## src/common/alsc_consts.svh

```systemverilog
`ifndef ALSC_CONSTS_SVH
`define ALSC_CONSTS_SVH

// Register indices; byte address is four times the index
`define ALSC_IDX_IR_SEL 6'h0E
`define ALSC_IDX_AUX_SEL 6'h0F
`define ALSC_IDX_VIS_REC 6'h10
`define ALSC_IDX_VIS_GAIN 6'h11
`define ALSC_IDX_VIS_MISC 6'h12
`define ALSC_IDX_HYST 6'h16
`define ALSC_IDX_CTRL 6'h20
`define ALSC_IDX_STATUS 6'h21
`define ALSC_IDX_IRQ_STAT 6'h22
`define ALSC_IDX_IRQ_MASK 6'h23
`define ALSC_IDX_LOW_TH 6'h24
`define ALSC_IDX_HIGH_TH 6'h25
`define ALSC_IDX_HISTORY 6'h26
`define ALSC_IDX_RES_VIS 6'h27
`define ALSC_IDX_RES_IR 6'h28
`define ALSC_IDX_RES_AUX 6'h29
`define ALSC_IDX_HYST_EXP 6'h2A

// Reset values
`define ALSC_RST_IR_SEL 8'h00
`define ALSC_RST_AUX_SEL 8'h65
`define ALSC_RST_VIS_REC 8'h70
`define ALSC_RST_VIS_GAIN 8'h00
`define ALSC_RST_VIS_MISC 8'h00
`define ALSC_RST_HYST 8'h48
`define ALSC_RST_HISTORY 8'h03
`define ALSC_RST_LOW_TH 16'h0000
`define ALSC_RST_HIGH_TH 16'hFFFF

// Writable bits; reserved bits read as zero
`define ALSC_WMASK_VIS_REC 8'h70
`define ALSC_WMASK_VIS_GAIN 8'h07
`define ALSC_WMASK_VIS_MISC 8'h20
`define ALSC_REC_MSB 6
`define ALSC_REC_LSB 4
`define ALSC_GAIN_MSB 2
`define ALSC_RANGE_BIT 5

// Input select codes
`define ALSC_MUX_IR_SMALL 8'h00
`define ALSC_MUX_IR_LARGE 8'h03
`define ALSC_MUX_AUX_TEMP 8'h65
`define ALSC_MUX_AUX_VDD 8'h75

// Control and interrupt bits
`define ALSC_CTRL_VIS 0
`define ALSC_CTRL_IR 1
`define ALSC_CTRL_AUX 2
`define ALSC_IRQ_DONE 0
`define ALSC_IRQ_HIGH 1
`define ALSC_IRQ_LOW 2

// Timing
`define ALSC_CLK_NS 50
`define ALSC_ADC_CLK_NS 50
`define ALSC_ADC_CLK_CYC ((`ALSC_ADC_CLK_NS + `ALSC_CLK_NS - 1) / `ALSC_CLK_NS)
`define ALSC_INTEG_ADC_CLKS 10'h010
`define ALSC_IR_DEF_REC 3'h7
`define ALSC_IR_DEF_GAIN 3'h0

`endif

```

## src/common/alsc_pkg.sv

```systemverilog
package alsc_pkg;

  typedef enum logic [4:0] {
    ST_IDLE = 5'h01,
    ST_RECOV = 5'h02,
    ST_INTEG = 5'h04,
    ST_SAMPLE = 5'h08,
    ST_EVAL = 5'h10
  } alsc_state_e;

  typedef enum logic [1:0] {
    CH_VIS = 2'h0,
    CH_IR = 2'h1,
    CH_AUX = 2'h2
  } alsc_chan_e;

  typedef enum logic [2:0] {
    PD_NONE = 3'h0,
    PD_VIS = 3'h1,
    PD_IR_SMALL = 3'h2,
    PD_IR_LARGE = 3'h3,
    PD_TEMP = 3'h4,
    PD_VDD = 3'h5
  } alsc_pd_e;

  // Steering of the analog front end
  typedef struct packed {
    alsc_pd_e pdSel;
    logic refGround;
    logic rangeHigh;
    logic integrate;
    logic [2:0] gain;
    logic adcTick;
  } alsc_fe_s;

  typedef struct packed {
    logic valid;
    logic [15:0] data;
  } alsc_sample_s;

endpackage : alsc_pkg

```

## src/hw/alsc_adc_timer.sv

```systemverilog
`timescale 1ns/1ps
`include "alsc_consts.svh"

module alsc_adc_timer (
  // Clock and reset
  input wire logic clk_sys,
  input wire logic arst_n,
  // Control
  input wire logic load,
  input wire logic [2:0] gain,
  input wire logic [9:0] adcClocks,
  // Status
  output logic adcTick,
  output logic done
);

  logic [7:0] presc;
  logic [9:0] remain;
  logic running;
  logic [7:0] termCount;

  // One ADC clock spans the base period times two to the gain
  assign termCount = 8'((`ALSC_ADC_CLK_CYC << gain) - 1);
  assign adcTick = running && (presc == termCount);
  assign done = adcTick && (remain == 10'h001);

  always_ff @(posedge clk_sys or negedge arst_n) begin
    if (!arst_n) begin
      presc <= 8'h00;
      remain <= 10'h000;
      running <= 1'b0;
    end else if (load) begin
      presc <= 8'h00;
      remain <= adcClocks;
      running <= 1'b1;
    end else if (adcTick) begin
      presc <= 8'h00;
      remain <= remain - 10'h001;
      running <= !done;
    end else if (running) begin
      presc <= presc + 8'h01;
    end
  end

endmodule : alsc_adc_timer

```

## src/hw/alsc_light_setup.sv

```systemverilog
`timescale 1ns/1ps
`include "alsc_consts.svh"

// Notes on behaviour
// - IR select: 0x00 small, 0x03 large
// - Aux select: 0x65 temperature, 0x75 supply
// - Aux measurements always referenced to ground
// - Reset: aux select 0x65, hysteresis 0x48
// - Recovery code picks 1..511 ADC clocks
// - Recovery ADC clock is 50 ns times 2^gain
// - Gain scales visible integration by 2^gain
// - Maximum scaling 128 at code 0x7
// - Gain divides ADC clock by 2^gain
// - Range bit 5 selects high range
// - Legacy silicon: visible settings govern IR
// - Hysteresis widens both lower and upper thresholds
// - Hysteresis compressed 8 bits, 0x48 is 24
// - Status changes after masked consecutive samples
module alsc_light_setup (
  // Clock and reset
  input wire logic clk_sys,
  input wire logic arst_n,
  // APB slave
  input wire logic [7:0] paddr,
  input wire logic psel,
  input wire logic penable,
  input wire logic pwrite,
  input wire logic [31:0] pwdata,
  output logic [31:0] prdata,
  output logic pready,
  output logic pslverr,
  // Silicon revision strap, high on legacy parts
  input wire logic legacyRev,
  // Analog front end
  output alsc_pkg::alsc_fe_s feCtrl,
  output logic sampleReq,
  input alsc_pkg::alsc_sample_s sample,
  // Interrupt
  output logic irq
);

  // Setting registers
  logic [7:0] irInputSelect;
  logic [7:0] auxiliaryInputSelect;
  logic [7:0] visibleRecoveryConfig;
  logic [7:0] visibleIntegrationScale;
  logic [7:0] visibleMiscConfig;
  logic [7:0] lightThresholdHysteresis;
  logic [7:0] lightConsecutiveCount;
  logic [15:0] lightLowerThreshold;
  logic [15:0] lightUpperThreshold;
  logic [2:0] irqStat;
  logic [2:0] irqMask;
  logic [15:0] resVis;
  logic [15:0] resIr;
  logic [15:0] resAux;

  // Measurement state
  alsc_pkg::alsc_state_e state;
  alsc_pkg::alsc_state_e next_state;
  alsc_pkg::alsc_chan_e chan;
  alsc_pkg::alsc_fe_s next_feCtrl;
  logic aboveUpper;
  logic belowLower;
  logic legacySync1;
  logic legacySync2;

  function automatic alsc_pkg::alsc_pd_e alscDecodeMux(
    input alsc_pkg::alsc_chan_e ch,
    input logic [7:0] code
  );
    alsc_pkg::alsc_pd_e pd;
    pd = alsc_pkg::PD_NONE;
    case (ch)
      alsc_pkg::CH_VIS: pd = alsc_pkg::PD_VIS;
      alsc_pkg::CH_IR: begin
        if (code == `ALSC_MUX_IR_SMALL) pd = alsc_pkg::PD_IR_SMALL;
        else if (code == `ALSC_MUX_IR_LARGE) pd = alsc_pkg::PD_IR_LARGE;
      end
      alsc_pkg::CH_AUX: begin
        if (code == `ALSC_MUX_AUX_TEMP) pd = alsc_pkg::PD_TEMP;
        else if (code == `ALSC_MUX_AUX_VDD) pd = alsc_pkg::PD_VDD;
      end
      default: pd = alsc_pkg::PD_NONE;
    endcase
    return pd;
  endfunction : alscDecodeMux

  // Exponent in the high nibble, mantissa with hidden one in the low nibble
  function automatic logic [15:0] alscExpand(input logic [7:0] code);
    logic [19:0] wide;
    wide = 20'({1'b1, code[3:0]}) << code[7:4];
    return wide[19:4];
  endfunction : alscExpand

  // Bus decode
  logic [5:0] regIdx;
  logic setup;
  logic access;
  logic wrEn;
  logic selIr, selAux, selRec, selGain, selMisc, selHyst, selCtrl, selStat;
  logic selIrqS, selIrqM, selLow, selHigh, selHist, selRv, selRi, selRa, selHx;
  logic hit;
  logic [31:0] rdMux;

  assign regIdx = paddr[7:2];
  assign setup = psel && !penable;
  assign access = psel && penable;
  assign wrEn = access && pwrite;
  assign selIr = (regIdx == `ALSC_IDX_IR_SEL);
  assign selAux = (regIdx == `ALSC_IDX_AUX_SEL);
  assign selRec = (regIdx == `ALSC_IDX_VIS_REC);
  assign selGain = (regIdx == `ALSC_IDX_VIS_GAIN);
  assign selMisc = (regIdx == `ALSC_IDX_VIS_MISC);
  assign selHyst = (regIdx == `ALSC_IDX_HYST);
  assign selCtrl = (regIdx == `ALSC_IDX_CTRL);
  assign selStat = (regIdx == `ALSC_IDX_STATUS);
  assign selIrqS = (regIdx == `ALSC_IDX_IRQ_STAT);
  assign selIrqM = (regIdx == `ALSC_IDX_IRQ_MASK);
  assign selLow = (regIdx == `ALSC_IDX_LOW_TH);
  assign selHigh = (regIdx == `ALSC_IDX_HIGH_TH);
  assign selHist = (regIdx == `ALSC_IDX_HISTORY);
  assign selRv = (regIdx == `ALSC_IDX_RES_VIS);
  assign selRi = (regIdx == `ALSC_IDX_RES_IR);
  assign selRa = (regIdx == `ALSC_IDX_RES_AUX);
  assign selHx = (regIdx == `ALSC_IDX_HYST_EXP);
  assign hit = (paddr[1:0] == 2'h0) && (selIr || selAux || selRec || selGain
    || selMisc || selHyst || selCtrl || selStat || selIrqS || selIrqM
    || selLow || selHigh || selHist || selRv || selRi || selRa || selHx);

  // Zero wait states; unmapped or misaligned accesses fail and change nothing
  assign pready = 1'b1;
  assign pslverr = access && !hit;

  logic [15:0] hystExp;
  logic busy;
  assign hystExp = alscExpand(lightThresholdHysteresis);
  assign busy = (state != alsc_pkg::ST_IDLE);

  assign rdMux = ({32{selIr}} & {24'h000000, irInputSelect})
    | ({32{selAux}} & {24'h000000, auxiliaryInputSelect})
    | ({32{selRec}} & {24'h000000, visibleRecoveryConfig})
    | ({32{selGain}} & {24'h000000, visibleIntegrationScale})
    | ({32{selMisc}} & {24'h000000, visibleMiscConfig})
    | ({32{selHyst}} & {24'h000000, lightThresholdHysteresis})
    | ({32{selStat}} & {26'h0000000, legacySync2, belowLower, aboveUpper, chan, busy})
    | ({32{selIrqS}} & {29'h00000000, irqStat})
    | ({32{selIrqM}} & {29'h00000000, irqMask})
    | ({32{selLow}} & {16'h0000, lightLowerThreshold})
    | ({32{selHigh}} & {16'h0000, lightUpperThreshold})
    | ({32{selHist}} & {24'h000000, lightConsecutiveCount})
    | ({32{selRv}} & {16'h0000, resVis})
    | ({32{selRi}} & {16'h0000, resIr})
    | ({32{selRa}} & {16'h0000, resAux})
    | ({32{selHx}} & {16'h0000, hystExp});

  // Read data is captured in the setup phase so it stands from a flop
  always_ff @(posedge clk_sys or negedge arst_n) begin
    if (!arst_n) prdata <= 32'h00000000;
    else if (setup) prdata <= (!pwrite && hit) ? rdMux : 32'h00000000;
  end

  // Settings keep their value until written or reset
  always_ff @(posedge clk_sys or negedge arst_n) begin
    if (!arst_n) begin
      irInputSelect <= `ALSC_RST_IR_SEL;
      auxiliaryInputSelect <= `ALSC_RST_AUX_SEL;
      visibleRecoveryConfig <= `ALSC_RST_VIS_REC;
      visibleIntegrationScale <= `ALSC_RST_VIS_GAIN;
      visibleMiscConfig <= `ALSC_RST_VIS_MISC;
      lightThresholdHysteresis <= `ALSC_RST_HYST;
      lightConsecutiveCount <= `ALSC_RST_HISTORY;
    end else if (wrEn && hit) begin
      if (selIr) irInputSelect <= pwdata[7:0];
      if (selAux) auxiliaryInputSelect <= pwdata[7:0];
      if (selRec) visibleRecoveryConfig <= pwdata[7:0] & `ALSC_WMASK_VIS_REC;
      if (selGain) visibleIntegrationScale <= pwdata[7:0] & `ALSC_WMASK_VIS_GAIN;
      if (selMisc) visibleMiscConfig <= pwdata[7:0] & `ALSC_WMASK_VIS_MISC;
      if (selHyst) lightThresholdHysteresis <= pwdata[7:0];
      if (selHist) lightConsecutiveCount <= pwdata[7:0];
    end
  end

  always_ff @(posedge clk_sys or negedge arst_n) begin
    if (!arst_n) begin
      lightLowerThreshold <= `ALSC_RST_LOW_TH;
      lightUpperThreshold <= `ALSC_RST_HIGH_TH;
      irqMask <= 3'h0;
    end else if (wrEn && hit) begin
      if (selLow) lightLowerThreshold <= pwdata[15:0];
      if (selHigh) lightUpperThreshold <= pwdata[15:0];
      if (selIrqM) irqMask <= pwdata[2:0];
    end
  end

  // Strap synchroniser; only the second stage is used
  always_ff @(posedge clk_sys or negedge arst_n) begin
    if (!arst_n) begin
      legacySync1 <= 1'b0;
      legacySync2 <= 1'b0;
    end else begin
      legacySync1 <= legacyRev;
      legacySync2 <= legacySync1;
    end
  end

  // Measurement start; requests while busy are dropped
  logic wrCtrl;
  logic startVis, startIr, startAux, startAny;
  assign wrCtrl = wrEn && hit && selCtrl && !busy;
  assign startVis = wrCtrl && pwdata[`ALSC_CTRL_VIS];
  assign startIr = wrCtrl && !pwdata[`ALSC_CTRL_VIS] && pwdata[`ALSC_CTRL_IR];
  assign startAux = wrCtrl && !pwdata[`ALSC_CTRL_VIS] && !pwdata[`ALSC_CTRL_IR]
    && pwdata[`ALSC_CTRL_AUX];
  assign startAny = startVis || startIr || startAux;

  // Channel settings; older silicon runs IR on the visible settings
  logic useVisCfg;
  logic [2:0] actGain;
  logic [2:0] actRec;
  logic actRange;
  logic [9:0] recClocks;
  logic [9:0] loadClocks;
  logic timerLoad;
  logic timerTick;
  logic timerDone;
  alsc_pkg::alsc_chan_e selChan;

  assign selChan = startVis ? alsc_pkg::CH_VIS
    : (startIr ? alsc_pkg::CH_IR : (startAux ? alsc_pkg::CH_AUX : chan));
  assign useVisCfg = (selChan == alsc_pkg::CH_VIS)
    || ((selChan == alsc_pkg::CH_IR) && legacySync2);
  assign actGain = useVisCfg ? visibleIntegrationScale[`ALSC_GAIN_MSB:0]
    : ((selChan == alsc_pkg::CH_IR) ? `ALSC_IR_DEF_GAIN : 3'h0);
  assign actRec = useVisCfg ? visibleRecoveryConfig[`ALSC_REC_MSB:`ALSC_REC_LSB]
    : ((selChan == alsc_pkg::CH_IR) ? `ALSC_IR_DEF_REC : 3'h0);
  assign actRange = useVisCfg && visibleMiscConfig[`ALSC_RANGE_BIT];
  // Codes 0..7 give 1, 7, 15, ... 511 ADC clocks
  assign recClocks = (actRec == 3'h0) ? 10'h001 : 10'((10'h004 << actRec) - 10'h001);
  assign timerLoad = startAny || ((state == alsc_pkg::ST_RECOV) && timerDone);
  assign loadClocks = startAny ? recClocks : `ALSC_INTEG_ADC_CLKS;

  // Same divided ADC clock paces recovery and integration
  alsc_adc_timer uTimer (
    .clk_sys(clk_sys),
    .arst_n(arst_n),
    .load(timerLoad),
    .gain(actGain),
    .adcClocks(loadClocks),
    .adcTick(timerTick),
    .done(timerDone)
  );

  always_comb begin
    next_state = state;
    case (state)
      alsc_pkg::ST_IDLE: if (startAny) next_state = alsc_pkg::ST_RECOV;
      alsc_pkg::ST_RECOV: if (timerDone) next_state = alsc_pkg::ST_INTEG;
      alsc_pkg::ST_INTEG: if (timerDone) next_state = alsc_pkg::ST_SAMPLE;
      alsc_pkg::ST_SAMPLE: begin
        if (sample.valid) begin
          next_state = (chan == alsc_pkg::CH_VIS) ? alsc_pkg::ST_EVAL : alsc_pkg::ST_IDLE;
        end
      end
      alsc_pkg::ST_EVAL: next_state = alsc_pkg::ST_IDLE;
      default: next_state = alsc_pkg::ST_IDLE;
    endcase
  end

  always_ff @(posedge clk_sys or negedge arst_n) begin
    if (!arst_n) begin
      state <= alsc_pkg::ST_IDLE;
      chan <= alsc_pkg::CH_VIS;
    end else begin
      state <= next_state;
      if (startAny) chan <= selChan;
    end
  end

  assign sampleReq = (state == alsc_pkg::ST_SAMPLE);

  always_comb begin
    next_feCtrl.pdSel = busy || startAny
      ? alscDecodeMux(selChan, (selChan == alsc_pkg::CH_AUX) ? auxiliaryInputSelect
      : irInputSelect) : alsc_pkg::PD_NONE;
    next_feCtrl.refGround = (selChan == alsc_pkg::CH_AUX) && (busy || startAny);
    next_feCtrl.rangeHigh = actRange;
    next_feCtrl.integrate = (next_state == alsc_pkg::ST_INTEG);
    next_feCtrl.gain = actGain;
    next_feCtrl.adcTick = timerTick;
  end

  always_ff @(posedge clk_sys or negedge arst_n) begin
    if (!arst_n) feCtrl <= '0;
    else feCtrl <= next_feCtrl;
  end

  // Results per channel
  logic sampleTaken;
  logic [15:0] sampleHeld;
  assign sampleTaken = (state == alsc_pkg::ST_SAMPLE) && sample.valid;

  always_ff @(posedge clk_sys or negedge arst_n) begin
    if (!arst_n) begin
      resVis <= 16'h0000;
      resIr <= 16'h0000;
      resAux <= 16'h0000;
      sampleHeld <= 16'h0000;
    end else if (sampleTaken) begin
      sampleHeld <= sample.data;
      if (chan == alsc_pkg::CH_VIS) resVis <= sample.data;
      if (chan == alsc_pkg::CH_IR) resIr <= sample.data;
      if (chan == alsc_pkg::CH_AUX) resAux <= sample.data;
    end
  end

  // Threshold bands widened by the hysteresis on both sides
  logic [16:0] upperBand;
  logic [16:0] lowerProbe;
  logic [2:0] cond;
  logic [2:0] match;
  logic evalEn;
  assign upperBand = {1'b0, lightUpperThreshold} + {1'b0, hystExp};
  assign lowerProbe = {1'b0, sampleHeld} + {1'b0, hystExp};
  assign cond[0] = ({1'b0, sampleHeld} > upperBand);
  assign cond[1] = (lowerProbe < {1'b0, lightLowerThreshold});
  assign cond[2] = !cond[0] && !cond[1];
  assign evalEn = (state == alsc_pkg::ST_EVAL);

  // History of above, below and inside; the mask picks how many in a row
  genvar g;
  generate
    for (g = 0; g < 3; g++) begin : gHist
      logic [7:0] hist;
      logic [7:0] histNext;
      assign histNext = {hist[6:0], cond[g]};
      assign match[g] = ((histNext & lightConsecutiveCount)
        == lightConsecutiveCount);
      always_ff @(posedge clk_sys or negedge arst_n) begin
        if (!arst_n) hist <= 8'h00;
        else if (evalEn) hist <= histNext;
      end
    end
  endgenerate

  logic evHigh;
  logic evLow;
  assign evHigh = evalEn && cond[0] && match[0] && !aboveUpper;
  assign evLow = evalEn && cond[1] && match[1] && !belowLower;

  always_ff @(posedge clk_sys or negedge arst_n) begin
    if (!arst_n) begin
      aboveUpper <= 1'b0;
      belowLower <= 1'b0;
    end else if (evalEn) begin
      if (cond[0] && match[0]) begin
        aboveUpper <= 1'b1;
        belowLower <= 1'b0;
      end else if (cond[1] && match[1]) begin
        aboveUpper <= 1'b0;
        belowLower <= 1'b1;
      end else if (cond[2] && match[2]) begin
        aboveUpper <= 1'b0;
        belowLower <= 1'b0;
      end
    end
  end

  // Sticky events; a new event beats a same-cycle write-one clear
  logic [2:0] events;
  logic [2:0] clrBits;
  assign events[`ALSC_IRQ_DONE] = sampleTaken;
  assign events[`ALSC_IRQ_HIGH] = evHigh;
  assign events[`ALSC_IRQ_LOW] = evLow;
  assign clrBits = (wrEn && hit && selIrqS) ? pwdata[2:0] : 3'h0;

  always_ff @(posedge clk_sys or negedge arst_n) begin
    if (!arst_n) irqStat <= 3'h0;
    else irqStat <= (irqStat & ~clrBits) | events;
  end

  assign irq = |(irqStat & irqMask);

endmodule : alsc_light_setup

```

## config.mk

```make
export PLATFORM = sky130hd
export DESIGN_NAME = alsc_light_setup
export DESIGN_NICKNAME = d
export VERILOG_FILES = /design/src/common/alsc_pkg.sv /design/src/hw/alsc_adc_timer.sv /design/src/hw/alsc_light_setup.sv
export VERILOG_INCLUDE_DIRS = /design/src /design/src/common
export SDC_FILE = /design/constraint.sdc
export NUM_CORES = 1
export LEC_CHECK = 0
export ABC_CLOCK_PERIOD_IN_PS = 9400
export BUFFER_PORTS_ARGS = -buffer_cell sky130_fd_sc_hd__buf_2
export CORE_MARGIN = 2
export CORE_UTILIZATION = 55
export CTS_BUF_LIST = sky130_fd_sc_hd__clkbuf_16
export CTS_CLUSTER_DIAMETER = 100
export CTS_CLUSTER_SIZE = 16
export DETAILED_ROUTE_END_ITERATION = 12
export GPL_ROUTABILITY_DRIVEN = 1
export PLACE_DENSITY = 0.74
export SLEW_MARGIN = 20
export SYNTH_ARGS = -nofsm -noshare
export SYNTH_HDL_FRONTEND = slang
export SYNTH_HIERARCHICAL = 1
export SYNTH_SLANG_ARGS = --single-unit
```

## constraint.sdc

```tcl
create_clock -name clk_sys -period 9.4 [get_ports clk_sys]
set_input_delay 1.88 -clock clk_sys [delete_from_list [all_inputs] [get_ports clk_sys]]
set_output_delay 1.88 -clock clk_sys [all_outputs]
set_load 0.1 [all_outputs]
```

==> results of run 1 <==
==> layer usage <==
metal	up-vias	part of all wire (%)	track usage, %	routed length [um]
met5	-	0	0	0
met4	0	2.4	7.51	839
met3	69	8.2	5.32	2830
met2	399	44	43.7	15200
met1	5046	45	41.0	15400
li1	4695	-	-	-
==> worst reg2reg max path: cells and delay by family, from the launching register on <==
| family | cells | cell delay [ps] |
|---|---|---|
| compound gates | 11 | 2410 |
| fa+ha+maj | 3 | 1010 |
| simple gates | 5 | 960 |
| flops | 1 | 590 |
| mux | 2 | 490 |
| buf+inv | 2 | 250 |
| xor+xnor | 1 | 160 |
==> layout make-up <==
cell class,count,area share (%)
multi-input combinational,945,49.1
sequential,218,39.8
timing repair buffer,85,3.51
clock buffer,17,3.08
tap,285,2.59
inverter,55,1.51
clock inverter,12,0.363
antenna,2,0.0363
==> sequential cells by signal (all words and copies together) (netlist names), 16 cells and up <==
register / cells
lightUpperThreshold: 16
lightLowerThreshold: 16
resIr: 16
sampleHeld: 16
resVis: 16
prdata: 16
gHist.hist: 21
resAux: 16
==> path summary, 6_finish.rpt <==
kind,to,cells past startpoint,slack [ps],start
max,uTimer/remain[0],20,2650,paddr[3]
min in group asynchronous,prdata[12],1,1300,arst_n
min reg2reg,legacySync2,0,370,legacySync1
min,legacySync2,0,370,legacySync1
max reg2reg,belowLower,24,3440,lightThresholdHysteresis[5]
max in group asynchronous,uTimer/presc[6],2,7030,arst_n
==> power groups by stage <==
stage / combinational, mW / sequential, mW / clock, mW
after global placement: 0.266 / 1.03 / 0
after CTS: 0.275 / 1.02 / 0.680
after floorplan: 0.192 / 1.03 / 0
after global routing: 0.307 / 1.02 / 0.717
final: 0.279 / 1.02 / 0.672
after detailed placement: 0.275 / 1.03 / 0
==> cell families after synthesis <==
kind of cell    share of synthesized area [%]
compound gates                           15.7
xor+xnor                                 2.33
fa+ha+maj                                6.78
buf+inv                                  4.55
flops                                    43.0
mux                                      12.6
other cells                            0.0588
simple gates                             15.1
==> cell usage after synthesis, types with 4 or more instances <==
cell type	number
xor2_1	14
a21oi_1	44
a21o_1	17
ha_1	66
a211oi_1	14
o21a_1	7
a221oi_1	7
clkbuf_1	37
or4_1	9
buf_2	13
a211o_1	4
buf_4	18
o31ai_1	11
a222oi_1	4
dfstp_2	28
nor3_1	26
nand2_1	146
a31oi_1	15
mux2i_1	4
a22oi_1	28
a2111oi_0	4
mux2_2	123
nor2_1	81
nand3_1	24
mux4_2	8
o21ai_0	86
inv_1	52
nor4_1	9
dfrtp_1	190
nand2b_1	14
and2_1	15
or3_1	9
o22ai_1	13
and3_1	6
nand3b_1	5
nand4_1	11
nor2b_1	10
xnor2_1	20
==> out/metrics.csv, run 1 <==
stage,metric,value,unit
run_status,status,"complete, no violations",
floorplanning,# rows,55,
floorplanning,die area,24500,sq um
run,max_cap viols,0,
layout,most frequent cells in the layout,"dfrtp_1 (190), nand2_1 (146), mux2_2 (123), o21ai_0 (86), nor2_1 (79)",
grt,number of global-route vias before repair,9665,
synth,yosys warns,6,
synth,Syn Inst Count,1275,
layout,fraction of layout cells with a size suffix above 1,22.0,%
sta,Final Hold Fails,0,
power,Pwr Total,1.97,mW
route,Routed WL,34300,um
synth,mean area per synthesized cell,10.0,sq um
worst_setup_path,CP bufs+invs,5,
clock_tree,Hold Buf Count CTS,0,
power,Gate power share,14.2,%
route,post-route ant nets,0,
worst_setup_path,"delay-heaviest family, CP",simple AND/OR/NAND/NOR gates,
synth,Post-synth EDFFs,0,
worst_setup_path,Worst path max stage delay,620,ps
grt,antenna violations before repair,2,
floorplanning,Die Wd,156,um
grt,largest net degree at the start of global routing,138,
place,placed standard-cell area,13300,sq um
sta,final hold slack,366,ps
worst_setup_path,CP dominant cell by count,inv_1,
sta,Setup TNS,0,ps
floorplanning,Core Area,22700,sq um
floorplanning,die outline height,156,um
layout,Non-Filler Instances,1619,
layout,Final nets,1453,
floorplanning,I/O pin count,109,
sta,"Setup violations, final",0,
synth,Most used DFF post-synth,dfrtp_1,
clock_tree,"Reg clk slew, reported paths",70,ps
sta,skew final,7.78,ps
place,IO buf count,75,
power,Reg power frac,51.7,%
worst_setup_path,CP max FO,30,
clock_tree,CTS sink cnt,218,
synth,post-synth top area cell,dfrtp_1,
layout,Post-Layout Inst Area,13800,sq um
grt,Global Route Usage Sum,28.2,%
synth,"Seq/Total Area, Yosys",43.0,%
layout,filler instances,1902,
synth,"Async S/R FF share, synth",100,%
route,drt first-iter violations,899,
place,DP Cell Count,1587,
worst_setup_path,slowest cell on the critical path,buf_2,
power,PD cells,143,nW/um^2
sta,fmax,148,MHz
power,clock power share,34.1,%
route,DRC Markers,0,
place,RD Place Congestion,0.904,
sta,worst-margin pin slew,1170,ps
synth,Synth top area share,37.2,%
synth,Yosys cell types,89,
clock_tree,CTS tree,yes,
power,Leak,6.70,nW
worst_setup_path,Worst EP required,9740,ps
route,Vias,10200,
sta,minimum clock period,6750,ps
layout,"most common cell after layout, fill and taps aside",dfrtp_1,
power,Max VDD drop,0.000105,V
clock_tree,TritonCTS Buffers,17,
sta,Max-slew headroom,21.7,%
power,switching fraction of total power,29.3,%
min_path,hold crit path type,reg -> reg,
worst_setup_path,Crit Path Class,in -> reg,
place,Post-DP HPWL,24900,um
worst_setup_path,startpoint types,input port,
clock_tree,Post-CTS Setup Inserts,0,
route,post-detailed-route wirelength per cell,21.2,um
worst_setup_path,Worst Path Arrival,7090,ps
route,via/cell ratio,6.31,
floorplanning,initial core utilization,56.2,%
synth,synth top area cells,"dfrtp_1 (37%), mux2_2 (11%), ha_1 (6.5%)",
layout,Layout Utilization,60.7,%
grt,grt ovf,0,
sta,Setup WS post-layout,2650,ps
layout,Reg area,5490,sq um
worst_setup_path,critical-path cell list,buf_2 -> nor4bb_1 -> o21ba_2 -> o311a_4 -> and2_4 -> o21ai_2 -> nand2_2 -> inv_1 -> nor2_1 -> and2_1 -> nor4bb_1 -> a21o_1 -> nor2_2 -> nor3_1 -> inv_1 -> o41ai_1 -> buf_4 -> inv_1 -> o211ai_1 -> o311ai_0,
place,dpl ws,2100,ps
worst_setup_path,Crit. End Element,register,
power,Switch Pwr,576,uW
clock_tree,Clock Path Buffers,3,
sta,unrepaired setup endpoints after global routing,no,
layout,Area growth syn-to-layout,8.02,%
clock_tree,clk_lat worst skew,490,ps
grt,global-route wire length before repair,53900,um
power,Int Pwr,1.39,mW
clock_tree,root buffer cell,clkbuf_16,
sta,Final Cycle Share,71.9,%
clock_tree,number of H-tree levels,1,
route,Detailed Routing Iterations Pass 1,6,
sta,Slew Limit Fails,0,
layout,Multi-input gate area,6780,sq um
synth,Synth Cell Area,12800,sq um
clock_tree,CTS resizes,0,
synth,#FFs+latches synth,218,
Note: power is estimated with default switching activity, not from simulation.
==> run 2, diff against run 1 <==
- ABC_CLOCK_PERIOD_IN_PS: 9400 -> 6050
- PLACE_DENSITY: 0.74 -> 0.77
- clock period: 9.4 -> 6.05 ns (I/O delays scaled with it)
==> out/metrics.csv, run 2 (synthesized netlist as in run 1, its figures left out) <==
stage,metric,value,unit,change
clock_tree,Clock Path Buffers,3,,unchanged
clock_tree,CTS sink cnt,218,,unchanged
place,IO buf count,75,,unchanged
sta,fmax,176,MHz,
route,Detailed Routing Iterations Pass 1,8,,+2
place,Post-DP HPWL,25400,um,+2.0%
grt,number of global-route vias before repair,9736,,+0.73%
route,post-route ant nets,0,,unchanged
floorplanning,die outline height,156,um,unchanged
layout,most frequent cells in the layout,"dfrtp_1 (190), nand2_1 (146), mux2_2 (123), o21ai_0 (86), nor2_1 (81)",,
floorplanning,Die Wd,156,um,unchanged
grt,GR Layer Usage met3,7.95,%,+2.6 points
worst_setup_path,startpoint types,register,,
clock_tree,Post-CTS Setup Inserts,0,,unchanged
grt,Global Route Usage Sum,28.3,%,about the same
power,Max VDD drop,0.000140,V,+34%
clock_tree,Hold Buf Count CTS,0,,unchanged
worst_setup_path,Worst EP required,6430,ps,-3310 ps
sta,Max-slew headroom,20.2,%,-1.5 points
worst_setup_path,Crit Path Class,reg -> reg,,
place,DP Cell Count,1599,,+0.76%
run_status,status,"complete, no violations",,
power,Switch Pwr,899,uW,+56%
worst_setup_path,Crit. End Element,register,,
worst_setup_path,CP max FO,5,,-83%
layout,"most common cell after layout, fill and taps aside",dfrtp_1,,
sta,worst-margin pin slew,1190,ps,+21.7 ps
grt,GR Util met2,43.5,%,-0.10 points
grt,GRT busiest layer,met2,,
clock_tree,root buffer cell,clkbuf_16,,
route,DRC Markers,0,,unchanged
sta,Final Cycle Share,93.7,%,
route,Routed WL,34300,um,about the same
clock_tree,CTS tree,yes,,
sta,unrepaired setup endpoints after global routing,no,,
clock_tree,"Reg clk slew, reported paths",80,ps,about the same
grt,GRT met1 Usage,39.2,%,-1.8 points
route,via/cell ratio,6.29,,-0.22%
clock_tree,CTS resizes,0,,unchanged
layout,Largest Register,gHist.hist,,
layout,fraction of layout cells with a size suffix above 1,22.7,%,+0.70 points
power,Reg power frac,51.5,%,-0.2 points
power,Int Pwr,2.17,mW,+56%
layout,Area growth syn-to-layout,8.54,%,
route,Vias,10300,,+0.46%
sta,Setup TNS,0,ps,unchanged
floorplanning,Core Area,22700,sq um,unchanged
grt,global-route wire length before repair,53700,um,-0.31%
grt,grt ovf,0,,unchanged
sta,skew final,19.8,ps,+12.0 ps
power,Gate power share,14.4,%,+0.2 points
sta,Slew Limit Fails,0,,unchanged
power,Leak,6.75,nW,+0.84%
sta,Final Hold Fails,0,,unchanged
floorplanning,initial core utilization,56.2,%,unchanged
layout,Final nets,1464,,+0.76%
grt,largest net degree at the start of global routing,123,,-11%
place,RD Place Congestion,0.959,,+6.1%
clock_tree,clk_lat worst skew,500,ps,about the same
layout,Non-Filler Instances,1630,,+0.68%
run,max_cap viols,0,,unchanged
route,drt first-iter violations,919,,+2.2%
floorplanning,I/O pin count,109,,unchanged
clock_tree,number of H-tree levels,1,,unchanged
sta,minimum clock period,5670,ps,
route,post-detailed-route wirelength per cell,21.1,um,-0.64%
power,PD cells,221,nW/um^2,+55%
clock_tree,TritonCTS Buffers,17,,unchanged
grt,antenna violations before repair,1,,-1
min_path,hold crit path type,reg -> reg,,
layout,max reg flops,21,,unchanged
power,clock power share,34.1,%,about the same
floorplanning,# rows,55,,unchanged
power,switching fraction of total power,29.3,%,about the same
sta,"Setup violations, final",0,,unchanged
floorplanning,die area,24500,sq um,unchanged
worst_setup_path,Worst Path Arrival,6050,ps,-1040 ps
==> run 2: area by class of cell <==
class | instances | area (sq um)
sequential | 218 | 5490
inverter | 55 | 208
clock buffer | 17 | 425
fill | 1906 | 8850
timing repair buffer | 96 | 543
antenna | 1 | 2.50
clock inverter | 13 | 58.8
multi-input combinational | 945 | 6780
tap | 285 | 357
==> run 2: power by group through the flow <==
stage	logic [mW]	clock network, mW	registers [mW]
after floorplan	0.299	0	1.60
after detailed placement	0.439	0	1.60
final	0.443	1.05	1.58
after global routing	0.489	1.11	1.59
after global placement	0.423	0	1.60
after CTS	0.439	1.06	1.58
==> run 2: worst max-delay path, cell delays in order (launching register included) <==
cell and delay [ps]:
dfstp_2 600, mux2i_1 100, mux2_2 320, o21ai_0 210, nor2b_1 180, buf_4 160
ha_1 190, inv_1 70, fa_1 430, nor2b_1 170, o2111ai_1 160, and3_1 240
o311ai_1 380, a21oi_1 170, o21bai_1 150, a21oi_1 100, xor2_1 150, ha_1 340
o21a_1 130, o21ai_0 60, nand2b_1 70, nand4_1 90, a21oi_1 350, nand3_1 220
and2_1 210, a221o_1 310
==> run 2: final timing paths <==
path,slack (ps),cells after the start,end,start
max,380,25,belowLower,lightThresholdHysteresis[3]
min,370,0,legacySync2,legacySync1
max reg2reg,380,25,belowLower,lightThresholdHysteresis[3]
min reg2reg,370,0,legacySync2,legacySync1
max in group asynchronous,3980,2,gHist[2].hist[3],arst_n
min in group asynchronous,770,1,prdata[14],arst_n
==> run 2: stage by stage <==
step	area [sq um]	power, mW	utilization [%]	worst slack [ps]	hold slack (ps)
floorplan	12800	1.90	-	379	331
detailed placement	13400	2.04	58.8	-45.5	361
global route	13900	3.19	61.0	52.2	386
global placement	13400	2.02	58.8	183	346
CTS	13800	3.08	61.0	240	375
finish	13900	3.07	61.0	383	371
==> run 2: metal layers <==
metal,up-vias,share of wire (%)
li1,4713,-
met1,5013,43
met2,463,44
met3,67,9.9
met4,0,3.0
met5,-,0
